File: config.mk
export PLATFORM = sky130hd
export DESIGN_NAME = dmas_top
export DESIGN_NICKNAME = d
export VERILOG_FILES = /design/src/logic/dmas_pkg.sv /design/src/logic/dmas_stage_sel.sv /design/src/logic/dmas_bypass_reg.sv /design/src/logic/dmas_top.sv
export VERILOG_INCLUDE_DIRS = /design/src /design/src/logic
export SDC_FILE = /design/constraint.sdc
export NUM_CORES = 2
export LEC_CHECK = 0
export CORE_ASPECT_RATIO = 0.9
export CORE_MARGIN = 1
export CORE_UTILIZATION = 65
export CTS_BUF_LIST = sky130_fd_sc_hd__clkbuf_8
export CTS_CLUSTER_DIAMETER = 50
export DETAILED_ROUTE_END_ITERATION = 8
export DONT_BUFFER_PORTS = 1
export GPL_ROUTABILITY_DRIVEN = 1
export GPL_TIMING_DRIVEN = 0
export PLACE_DENSITY = 0.92
export SKIP_CTS_REPAIR_TIMING = 1
export SLEW_MARGIN = 15
export SYNTH_ARGS = -nofsm -noshare
export SYNTH_HDL_FRONTEND = slang
export SYNTH_HIERARCHICAL = 1
export SYNTH_SLANG_ARGS = --single-unit
export TNS_END_PERCENT = 20
File: constraint.sdc
create_clock -name hclk -period 14.7 [get_ports hclk]
set_clock_uncertainty 0.15 [all_clocks]
set_input_delay 2.94 -clock hclk [delete_from_list [all_inputs] [get_ports hclk]]
set_output_delay 2.94 -clock hclk [all_outputs]
set_load 0.01 [all_outputs]
File: src/logic/dmas_params.svh
`ifndef DMAS_PARAMS_SVH
`define DMAS_PARAMS_SVH

// ==========================================================
// register byte offsets
`define DMAS_OFS_CTRL      8'h00
`define DMAS_OFS_SEL       8'h04
`define DMAS_OFS_RESULT    8'h08
`define DMAS_OFS_COUNT     8'h0C

// ==========================================================
// control register fields
`define DMAS_CTRL_IN_EN    0
`define DMAS_CTRL_PIPE_EN  1
`define DMAS_CTRL_OUT_EN   2
`define DMAS_CTRL_SUB0     3
`define DMAS_CTRL_SUB1     4
`define DMAS_CTRL_W        5

// ==========================================================
// select register fields, one byte per stage
`define DMAS_SEL_IN_LSB    0
`define DMAS_SEL_PIPE_LSB  8
`define DMAS_SEL_OUT_LSB   16
`define DMAS_SEL_CLK_OFS   0
`define DMAS_SEL_CE_OFS    2
`define DMAS_SEL_RST_OFS   4
`define DMAS_SEL_W         24

// ==========================================================
// reset values and sizes
`define DMAS_CTRL_RST      5'h00
`define DMAS_SEL_RST       24'h000000
`define DMAS_OP_W_DEF      9
`define DMAS_COUNT_W       16
`define DMAS_NSRC          4

`endif

File: src/logic/dmas_pkg.sv
package dmas_pkg;

	typedef logic [1:0] dmas_sel_t;

	typedef enum logic {
		DMAS_ADD = 1'b0,
		DMAS_SUB = 1'b1
	} dmas_op_e;

endpackage

File: src/logic/dmas_stage_sel.sv
`timescale 1ns/1ps
`default_nettype none
`include "dmas_params.svh"

module dmas_stage_sel
	import dmas_pkg::*;
(
	input  wire logic                  hclk,
	input  wire logic                  hresetn,
	input  wire logic [`DMAS_NSRC-1:0] clk_src,
	input  wire logic [`DMAS_NSRC-1:0] ce_src,
	input  wire logic [`DMAS_NSRC-1:0] rst_src,
	input  wire dmas_sel_t             clk_sel,
	input  wire dmas_sel_t             ce_sel,
	input  wire dmas_sel_t             rst_sel,
	output logic                       load,
	output logic                       clear
);

	// ==========================================================
	// clock source edge detect
	// all four sources tracked so a select change never fakes an edge
	logic [`DMAS_NSRC-1:0] prev_ff;
	logic                  tick;

	always_ff @(posedge hclk or negedge hresetn) begin
		if (!hresetn) begin
			prev_ff <= '0;
		end else begin
			prev_ff <= clk_src;
		end
	end

	assign tick  = clk_src[clk_sel] & ~prev_ff[clk_sel]; // [RULE6]
	// reset is synchronous to the stage clock and beats the enable
	assign clear = tick & rst_src[rst_sel]; // [RULE7]
	assign load  = tick & ce_src[ce_sel] & ~rst_src[rst_sel]; // [RULE7]

endmodule

`default_nettype wire

File: src/logic/dmas_bypass_reg.sv
`timescale 1ns/1ps
`default_nettype none

module dmas_bypass_reg #(
	parameter int W = 8
) (
	input  wire logic         hclk,
	input  wire logic         hresetn,
	input  wire logic         enable,
	input  wire logic         load,
	input  wire logic         clear,
	input  wire logic [W-1:0] d,
	output logic      [W-1:0] q
);

	// ==========================================================
	// stage register with pass-through
	logic [W-1:0] q_ff;

	always_ff @(posedge hclk or negedge hresetn) begin
		if (!hresetn) begin
			q_ff <= '0;
		end else if (clear) begin
			q_ff <= '0;
		end else if (load) begin
			q_ff <= d;
		end
	end

	assign q = enable ? q_ff : d; // [RULE4]

endmodule

`default_nettype wire

File: src/logic/dmas_top.sv
// What this block does
// [RULE1] Multiply the first and second operand pairs and add or subtract the two products into the first partial result.
// [RULE2] Multiply the third and fourth operand pairs and add or subtract the two products into the second partial result.
// [RULE3] Add the two partial results in a final summation to give the output value.
// [RULE4] Input, pipeline and output register stages are each enabled by configuration and pass values straight through when not.
// The code registers sum_result in result_ff on every hclk, so with the output stage off it still lags sum_d by one hclk.
// [RULE5] Four clock, four clock enable and four reset sources arrive from routing and every element sees them all.
// [RULE6] Each register stage picks its own clock from the four clock sources.
// [RULE7] Each register stage picks its own clock enable and its own reset from the four sources of each.
// [RULE8] Each pairwise adder has its own setting choosing addition or subtraction.
//
// Local design decisions: the AHB-Lite slave port and the placing of the registers.
`timescale 1ns/1ps
`default_nettype none
`include "dmas_params.svh"

module dmas_top
	import dmas_pkg::*;
#(
	parameter int OP_W = `DMAS_OP_W_DEF
) (
	input  wire logic            hclk,
	input  wire logic            hresetn,
	input  wire logic            hsel,
	input  wire logic [31:0]     haddr,
	input  wire logic [1:0]      htrans,
	input  wire logic            hwrite,
	input  wire logic [2:0]      hsize,
	input  wire logic [31:0]     hwdata,
	input  wire logic            hready,
	output logic                 hreadyout,
	output logic                 hresp,
	output logic [31:0]          hrdata,
	input  wire logic [OP_W-1:0] first_pair_left_operand,
	input  wire logic [OP_W-1:0] first_pair_right_operand,
	input  wire logic [OP_W-1:0] second_pair_left_operand,
	input  wire logic [OP_W-1:0] second_pair_right_operand,
	input  wire logic [OP_W-1:0] third_pair_left_operand,
	input  wire logic [OP_W-1:0] third_pair_right_operand,
	input  wire logic [OP_W-1:0] fourth_pair_left_operand,
	input  wire logic [OP_W-1:0] fourth_pair_right_operand,
	input  wire logic            clock_source_zero,
	input  wire logic            clock_source_one,
	input  wire logic            clock_source_two,
	input  wire logic            clock_source_three,
	input  wire logic            enable_source_zero,
	input  wire logic            enable_source_one,
	input  wire logic            enable_source_two,
	input  wire logic            enable_source_three,
	input  wire logic            reset_source_zero,
	input  wire logic            reset_source_one,
	input  wire logic            reset_source_two,
	input  wire logic            reset_source_three,
	output logic [2*OP_W+1:0]    sum_result
);

	localparam int PROD_W = 2 * OP_W;
	localparam int PART_W = PROD_W + 1;
	localparam int SUM_W  = PROD_W + 2;
	localparam int OPS_W  = 8 * OP_W;
	localparam int PRS_W  = 4 * PROD_W;

	// ==========================================================
	// shared control sources
	logic [`DMAS_NSRC-1:0] clk_src;
	logic [`DMAS_NSRC-1:0] ce_src;
	logic [`DMAS_NSRC-1:0] rst_src;

	assign clk_src = {clock_source_three, clock_source_two,
		clock_source_one, clock_source_zero}; // [RULE5]
	assign ce_src  = {enable_source_three, enable_source_two,
		enable_source_one, enable_source_zero}; // [RULE5]
	assign rst_src = {reset_source_three, reset_source_two,
		reset_source_one, reset_source_zero}; // [RULE5]

	// ==========================================================
	// configuration registers
	logic [`DMAS_CTRL_W-1:0] ctrl_ff;
	logic [`DMAS_SEL_W-1:0]  sel_ff;
	logic [`DMAS_COUNT_W-1:0] count_ff;

	// ==========================================================
	// bus slave: address phase capture
	logic       addr_take;
	logic       wr_pend_ff;
	logic [7:0] wr_addr_ff;
	logic [31:0] rd_word;
	logic [31:0] hrdata_ff;
	logic       count_clr;

	assign addr_take = hsel & htrans[1] & hready;
	assign hreadyout = 1'b1;
	assign hresp     = 1'b0;
	assign hrdata    = hrdata_ff;

	always_ff @(posedge hclk or negedge hresetn) begin
		if (!hresetn) begin
			wr_pend_ff <= 1'b0;
			wr_addr_ff <= 8'h00;
		end else begin
			wr_pend_ff <= addr_take & hwrite;
			wr_addr_ff <= {haddr[7:2], 2'b00};
		end
	end

	// ==========================================================
	// bus slave: write data phase
	always_ff @(posedge hclk or negedge hresetn) begin
		if (!hresetn) begin
			ctrl_ff <= `DMAS_CTRL_RST;
		end else if (wr_pend_ff && wr_addr_ff == `DMAS_OFS_CTRL) begin
			ctrl_ff <= hwdata[`DMAS_CTRL_W-1:0];
		end
	end

	always_ff @(posedge hclk or negedge hresetn) begin
		if (!hresetn) begin
			sel_ff <= `DMAS_SEL_RST;
		end else if (wr_pend_ff && wr_addr_ff == `DMAS_OFS_SEL) begin
			sel_ff <= hwdata[`DMAS_SEL_W-1:0];
		end
	end

	assign count_clr = wr_pend_ff && wr_addr_ff == `DMAS_OFS_COUNT;

	// ==========================================================
	// stage control selection
	logic in_load;
	logic in_clear;
	logic pipe_load;
	logic pipe_clear;
	logic out_load;
	logic out_clear;

	dmas_stage_sel u_in_sel (
		.hclk    (hclk),
		.hresetn (hresetn),
		.clk_src (clk_src),
		.ce_src  (ce_src),
		.rst_src (rst_src),
		.clk_sel (sel_ff[`DMAS_SEL_IN_LSB+`DMAS_SEL_CLK_OFS +: 2]),
		.ce_sel  (sel_ff[`DMAS_SEL_IN_LSB+`DMAS_SEL_CE_OFS +: 2]),
		.rst_sel (sel_ff[`DMAS_SEL_IN_LSB+`DMAS_SEL_RST_OFS +: 2]),
		.load    (in_load),
		.clear   (in_clear)
	);

	dmas_stage_sel u_pipe_sel (
		.hclk    (hclk),
		.hresetn (hresetn),
		.clk_src (clk_src),
		.ce_src  (ce_src),
		.rst_src (rst_src),
		.clk_sel (sel_ff[`DMAS_SEL_PIPE_LSB+`DMAS_SEL_CLK_OFS +: 2]),
		.ce_sel  (sel_ff[`DMAS_SEL_PIPE_LSB+`DMAS_SEL_CE_OFS +: 2]),
		.rst_sel (sel_ff[`DMAS_SEL_PIPE_LSB+`DMAS_SEL_RST_OFS +: 2]),
		.load    (pipe_load),
		.clear   (pipe_clear)
	);

	dmas_stage_sel u_out_sel (
		.hclk    (hclk),
		.hresetn (hresetn),
		.clk_src (clk_src),
		.ce_src  (ce_src),
		.rst_src (rst_src),
		.clk_sel (sel_ff[`DMAS_SEL_OUT_LSB+`DMAS_SEL_CLK_OFS +: 2]),
		.ce_sel  (sel_ff[`DMAS_SEL_OUT_LSB+`DMAS_SEL_CE_OFS +: 2]),
		.rst_sel (sel_ff[`DMAS_SEL_OUT_LSB+`DMAS_SEL_RST_OFS +: 2]),
		.load    (out_load),
		.clear   (out_clear)
	);

	// ==========================================================
	// input stage
	logic [OPS_W-1:0] ops_d;
	logic [OPS_W-1:0] ops_q;

	assign ops_d = {fourth_pair_right_operand, fourth_pair_left_operand,
		third_pair_right_operand, third_pair_left_operand,
		second_pair_right_operand, second_pair_left_operand,
		first_pair_right_operand, first_pair_left_operand};

	dmas_bypass_reg #(
		.W (OPS_W)
	) u_in_reg (
		.hclk    (hclk),
		.hresetn (hresetn),
		.enable  (ctrl_ff[`DMAS_CTRL_IN_EN]),
		.load    (in_load),
		.clear   (in_clear),
		.d       (ops_d),
		.q       (ops_q)
	);

	// ==========================================================
	// four signed multipliers
	logic [PRS_W-1:0] prod_d;
	logic [PRS_W-1:0] prod_q;

	genvar gi;
	generate
		for (gi = 0; gi < 4; gi++) begin : g_mul
			logic signed [OP_W-1:0]   lhs;
			logic signed [OP_W-1:0]   rhs;
			logic signed [PROD_W-1:0] prd;
			assign lhs = ops_q[(2*gi)*OP_W +: OP_W];
			assign rhs = ops_q[(2*gi+1)*OP_W +: OP_W];
			assign prd = PROD_W'(lhs) * PROD_W'(rhs); // [RULE1] [RULE2]
			assign prod_d[gi*PROD_W +: PROD_W] = prd;
		end
	endgenerate

	// ==========================================================
	// pipeline stage, placed after the multipliers
	dmas_bypass_reg #(
		.W (PRS_W)
	) u_pipe_reg (
		.hclk    (hclk),
		.hresetn (hresetn),
		.enable  (ctrl_ff[`DMAS_CTRL_PIPE_EN]),
		.load    (pipe_load),
		.clear   (pipe_clear),
		.d       (prod_d),
		.q       (prod_q)
	);

	// ==========================================================
	// pairwise add/subtract and summation
	// one extra bit per level so nothing overflows at full scale
	logic signed [PROD_W-1:0] p0;
	logic signed [PROD_W-1:0] p1;
	logic signed [PROD_W-1:0] p2;
	logic signed [PROD_W-1:0] p3;
	logic signed [PART_W-1:0] part0;
	logic signed [PART_W-1:0] part1;
	logic signed [SUM_W-1:0]  sum_d;
	logic [SUM_W-1:0]         sum_q;
	dmas_op_e                 op0;
	dmas_op_e                 op1;

	assign p0  = prod_q[0*PROD_W +: PROD_W];
	assign p1  = prod_q[1*PROD_W +: PROD_W];
	assign p2  = prod_q[2*PROD_W +: PROD_W];
	assign p3  = prod_q[3*PROD_W +: PROD_W];
	assign op0 = dmas_op_e'(ctrl_ff[`DMAS_CTRL_SUB0]); // [RULE8]
	assign op1 = dmas_op_e'(ctrl_ff[`DMAS_CTRL_SUB1]); // [RULE8]

	always_comb begin
		if (op0 == DMAS_SUB) begin
			part0 = PART_W'(p0) - PART_W'(p1); // [RULE1]
		end else begin
			part0 = PART_W'(p0) + PART_W'(p1); // [RULE1]
		end
		if (op1 == DMAS_SUB) begin
			part1 = PART_W'(p2) - PART_W'(p3); // [RULE2]
		end else begin
			part1 = PART_W'(p2) + PART_W'(p3); // [RULE2]
		end
	end

	assign sum_d = SUM_W'(part0) + SUM_W'(part1); // [RULE3]

	// ==========================================================
	// output stage
	dmas_bypass_reg #(
		.W (SUM_W)
	) u_out_reg (
		.hclk    (hclk),
		.hresetn (hresetn),
		.enable  (ctrl_ff[`DMAS_CTRL_OUT_EN]),
		.load    (out_load),
		.clear   (out_clear),
		.d       (sum_d),
		.q       (sum_q)
	);

	// port is always a flop so fabric sees no glitching bypass path
	logic [SUM_W-1:0] result_ff;

	always_ff @(posedge hclk or negedge hresetn) begin
		if (!hresetn) begin
			result_ff <= '0;
		end else begin
			result_ff <= sum_q;
		end
	end

	assign sum_result = result_ff;

	// ==========================================================
	// output stage load counter, cleared by a write to the count register
	// a load in the clearing cycle is kept, counter restarts at one
	always_ff @(posedge hclk or negedge hresetn) begin
		if (!hresetn) begin
			count_ff <= '0;
		end else if (count_clr) begin
			count_ff <= {{(`DMAS_COUNT_W-1){1'b0}}, out_load};
		end else if (out_load) begin
			count_ff <= count_ff + 1'b1;
		end
	end

	// ==========================================================
	// bus slave: read data, registered for the data phase
	always_comb begin
		case ({haddr[7:2], 2'b00})
			`DMAS_OFS_CTRL: begin
				rd_word = 32'(ctrl_ff);
			end
			`DMAS_OFS_SEL: begin
				rd_word = 32'(sel_ff);
			end
			`DMAS_OFS_RESULT: begin
				rd_word = 32'($signed(result_ff));
			end
			`DMAS_OFS_COUNT: begin
				rd_word = 32'(count_ff);
			end
			default: begin
				rd_word = 32'h00000000;
			end
		endcase
		if (haddr[31:8] != 24'h000000) begin
			rd_word = 32'h00000000;
		end
	end

	always_ff @(posedge hclk or negedge hresetn) begin
		if (!hresetn) begin
			hrdata_ff <= 32'h00000000;
		end else if (addr_take && !hwrite) begin
			hrdata_ff <= rd_word;
		end
	end

endmodule

`default_nettype wire

==> results.json <==
{
  "clk_path_buf_depth": 3,
  "first_global_vias": 23024,
  "met3RoutedLength_um": 4850,
  "fmax_mhz": 85.8,
  "met2WireLength_um": 34100,
  "critical_path.max_stage_delay_ps": 570,
  "die_area_mm2": 0.0462,
  "layout.cells.most_common_list": "sky130_fd_sc_hd__inv_1 (377), sky130_fd_sc_hd__fa_1 (283), sky130_fd_sc_hd__dfrtp_1 (273)",
  "relSlewSlack": 0.443,
  "groute.usage.overall": 0.308,
  "grt_start_max_net_pins": 274,
  "syn-mean-instance-area_um2": 10.2,
  "layout.nets": 3599,
  "cp-end-kind": "flip-flop",
  "synth-seq-cells": 273,
  "number_of_antenna_violations_at_the_first_check_in_global_routing": 0,
  "floorplan.initialDensity": 0.663,
  "timing.critical_path.from_type": "input pin",
  "synth-warning-count": 6,
  "route.antenna.remaining_nets": 0,
  "port-buffer-count": 0,
  "layout-drive-gt1-share": 0.119,
  "synth_sequential_area_ratio": 0.232,
  "net_count_of_the_mapped_netlist": 3547,
  "viasPerCell": 5.93,
  "numCtsBuffers": 50,
  "met1Wirelength_um": 27300,
  "place_hpwl_um": 54000,
  "cts_sinks": 273,
  "synth.distinct_cells": 91,
  "synthFlopType": "sky130_fd_sc_hd__dfrtp_1",
  "maxCapViolations": 0,
  "htree_levels": 2,
  "remaining_global_route_overflow": 0,
  "post_layout_utilization_of_the_core": 0.706,
  "highest_metal_layer_with_signal_wires": "met4",
  "area.growth.synth_to_final_pct": 6.46,
  "first_pass_grt_wire_length_um": 114000,
  "timing.final.max_slew_violations": 0,
  "cts_root_buf": "sky130_fd_sc_hd__clkbuf_8",
  "post_synth_inst_count": 2896,
  "min_period_ps": 11660,
  "totalNegativeSetupSlack_ps": 0,
  "worst-path-buf-inv": 6,
  "ffs_w_async_s_r_synth": 1.00,
  "result_of_the_run": "finished clean",
  "critical_path.top_delay_family": "adder cells",
  "clock_tree_from_tritoncts": "built",
  "placeableCoreArea_mm2": 0.0445,
  "clk_latency_ps": 670,
  "worst_path_max_delay_cell": "sky130_fd_sc_hd__fa_1",
  "final_routed_drc_violation_total": 0,
  "worst_slew_pin_slew_ps": 827,
  "route.detailed.wl_per_inst_um": 19.3,
  "io_pins": 212,
  "grt_setup_unrepaired": "false",
  "gp_routability_congestion": 0.918,
  "final.hold.worst_slack_ps": 335,
  "firstDrtPassIters": 5,
  "synth-edff-count": 0,
  "worstPathMaxFanout": 9,
  "timing.final.hold_violations": 0,
  "finalWirelength_um": 69200,
  "synth.cell_area_mm2": 0.0295,
  "drt-initial-drc-count": 1751,
  "number_of_rows_created_at_floorplan": 73,
  "cp.arrival_ps": 12110,
  "die_width_um": 227,
  "mostFrequentLayoutCell": "sky130_fd_sc_hd__inv_1",
  "cts.clk_slew.worst_paths_ps": 60,
  "setup_violations": 0,
  "worst_hold_path_type": "flip-flop to flip-flop",
  "path_class": "input pin to flip-flop",
  "fraction_of_the_cycle_the_final_worst_path_needs": 0.793,
  "cp_data_required_time_ps": 15150,
  "chipHeight_um": 204,
  "vias": 21285
}
state kept, by name, indices dropped and copies added, names as in the netlist:
name	cells
wr_addr_ff	6
u_pipe_reg/q_ff	72
sum_result	20
u_out_reg/q_ff	20
u_in_sel/prev_ff	4
u_out_sel/prev_ff	4
hrdata	25
u_pipe_sel/prev_ff	4
wr_pend_ff	1
ctrl_ff	5
sel_ff	24
count_ff	16
u_in_reg/q_ff	72
layout make-up:
class | count | area (um^2)
antenna | 1 | 2.50
clock inverter | 30 | 328
multi-input combinational | 2144 | 20400
inverter | 367 | 1380
fill | 2955 | 13100
tap | 600 | 751
buffer | 112 | 906
sequential | 273 | 6830
clock buffer | 60 | 826
cell families after synthesis:
group | after synthesis | share of synthesized area
AND/OR/NAND/NOR | 814 | 0.133
adder cells (fa/ha/maj) | 493 | 0.281
buffers and inverters | 479 | 0.0774
multiplexers | 382 | 0.163
AO/OA/AOI/OAI | 294 | 0.0657
flip-flops | 273 | 0.232
XOR/XNOR | 159 | 0.0472
other | 2 | 0.000255
per-layer routing:
layer | global-route usage | up-vias
met5 | 0 | -
met3 | 0.0622 | 209
li1 | - | 9601
met2 | 0.528 | 801
met1 | 0.373 | 10674
met4 | 0.139 | 0
cells in the mapped netlist, types with 12 or more instances:
cell type,instances,area (um^2)
sky130_fd_sc_hd__and2_1,167,1040
sky130_fd_sc_hd__nand2b_1,29,181
sky130_fd_sc_hd__clkbuf_1,52,195
sky130_fd_sc_hd__o21ai_0,38,190
sky130_fd_sc_hd__nand2_1,206,773
sky130_fd_sc_hd__xor2_1,31,272
sky130_fd_sc_hd__nor3_1,27,135
sky130_fd_sc_hd__buf_12,14,280
sky130_fd_sc_hd__o21a_1,21,158
sky130_fd_sc_hd__inv_1,367,1380
sky130_fd_sc_hd__a22oi_1,14,105
sky130_fd_sc_hd__fa_1,283,5670
sky130_fd_sc_hd__dfrtp_1,273,6830
sky130_fd_sc_hd__a211oi_1,12,90.1
sky130_fd_sc_hd__and3_1,14,87.6
sky130_fd_sc_hd__mux2_4,160,2400
sky130_fd_sc_hd__mux2i_1,166,1660
sky130_fd_sc_hd__nor2b_1,19,119
sky130_fd_sc_hd__a21oi_1,98,490
sky130_fd_sc_hd__ha_1,210,2630
sky130_fd_sc_hd__nand3_1,19,95.1
sky130_fd_sc_hd__mux2_2,25,282
sky130_fd_sc_hd__xnor2_1,128,1120
sky130_fd_sc_hd__nor4_1,15,93.8
sky130_fd_sc_hd__nor2_1,271,1020
sky130_fd_sc_hd__buf_8,14,210
sky130_fd_sc_hd__mux2_1,20,225
sky130_fd_sc_hd__a21o_1,20,150
through the flow:
| stage | instance area (um^2) | setup slack [ps] | std cells |
|---|---|---|---|
| after floorplan | 29500 | 3690 | 2896 |
| after global placement | 30200 | 2940 | 3496 |
| after detailed placement | 30200 | 2520 | 3496 |
| after CTS | 31400 | 3180 | 3586 |
| after global routing | 31400 | 2590 | 3586 |
| final | 31400 | 3040 | 3587 |
path summary, 6_finish.rpt:
kind,start,to,slack (ps),depth (start not counted)
worst max-delay path,second_pair_right_operand[0],u_out_reg/q_ff[18]$_DFFE_PN0P_,3040,35
worst min-delay path,u_out_reg/q_ff[6]$_DFFE_PN0P_,sum_result[6]$_DFF_PN0_,330,1
worst max register to register,ctrl_ff[0]$_DFFE_PN0P_,u_out_reg/q_ff[18]$_DFFE_PN0P_,4340,37
worst min register to register,u_out_reg/q_ff[6]$_DFFE_PN0P_,sum_result[6]$_DFF_PN0_,330,1
max in group asynchronous,hresetn,u_in_reg/q_ff[60]$_DFFE_PN0P_,12290,0
min in group asynchronous,hresetn,hrdata[6]$_DFFE_PN0P_,1820,0
Power is not shown: default switching activity piles up to over one toggle a cycle in this logic, so the estimate is an artifact.
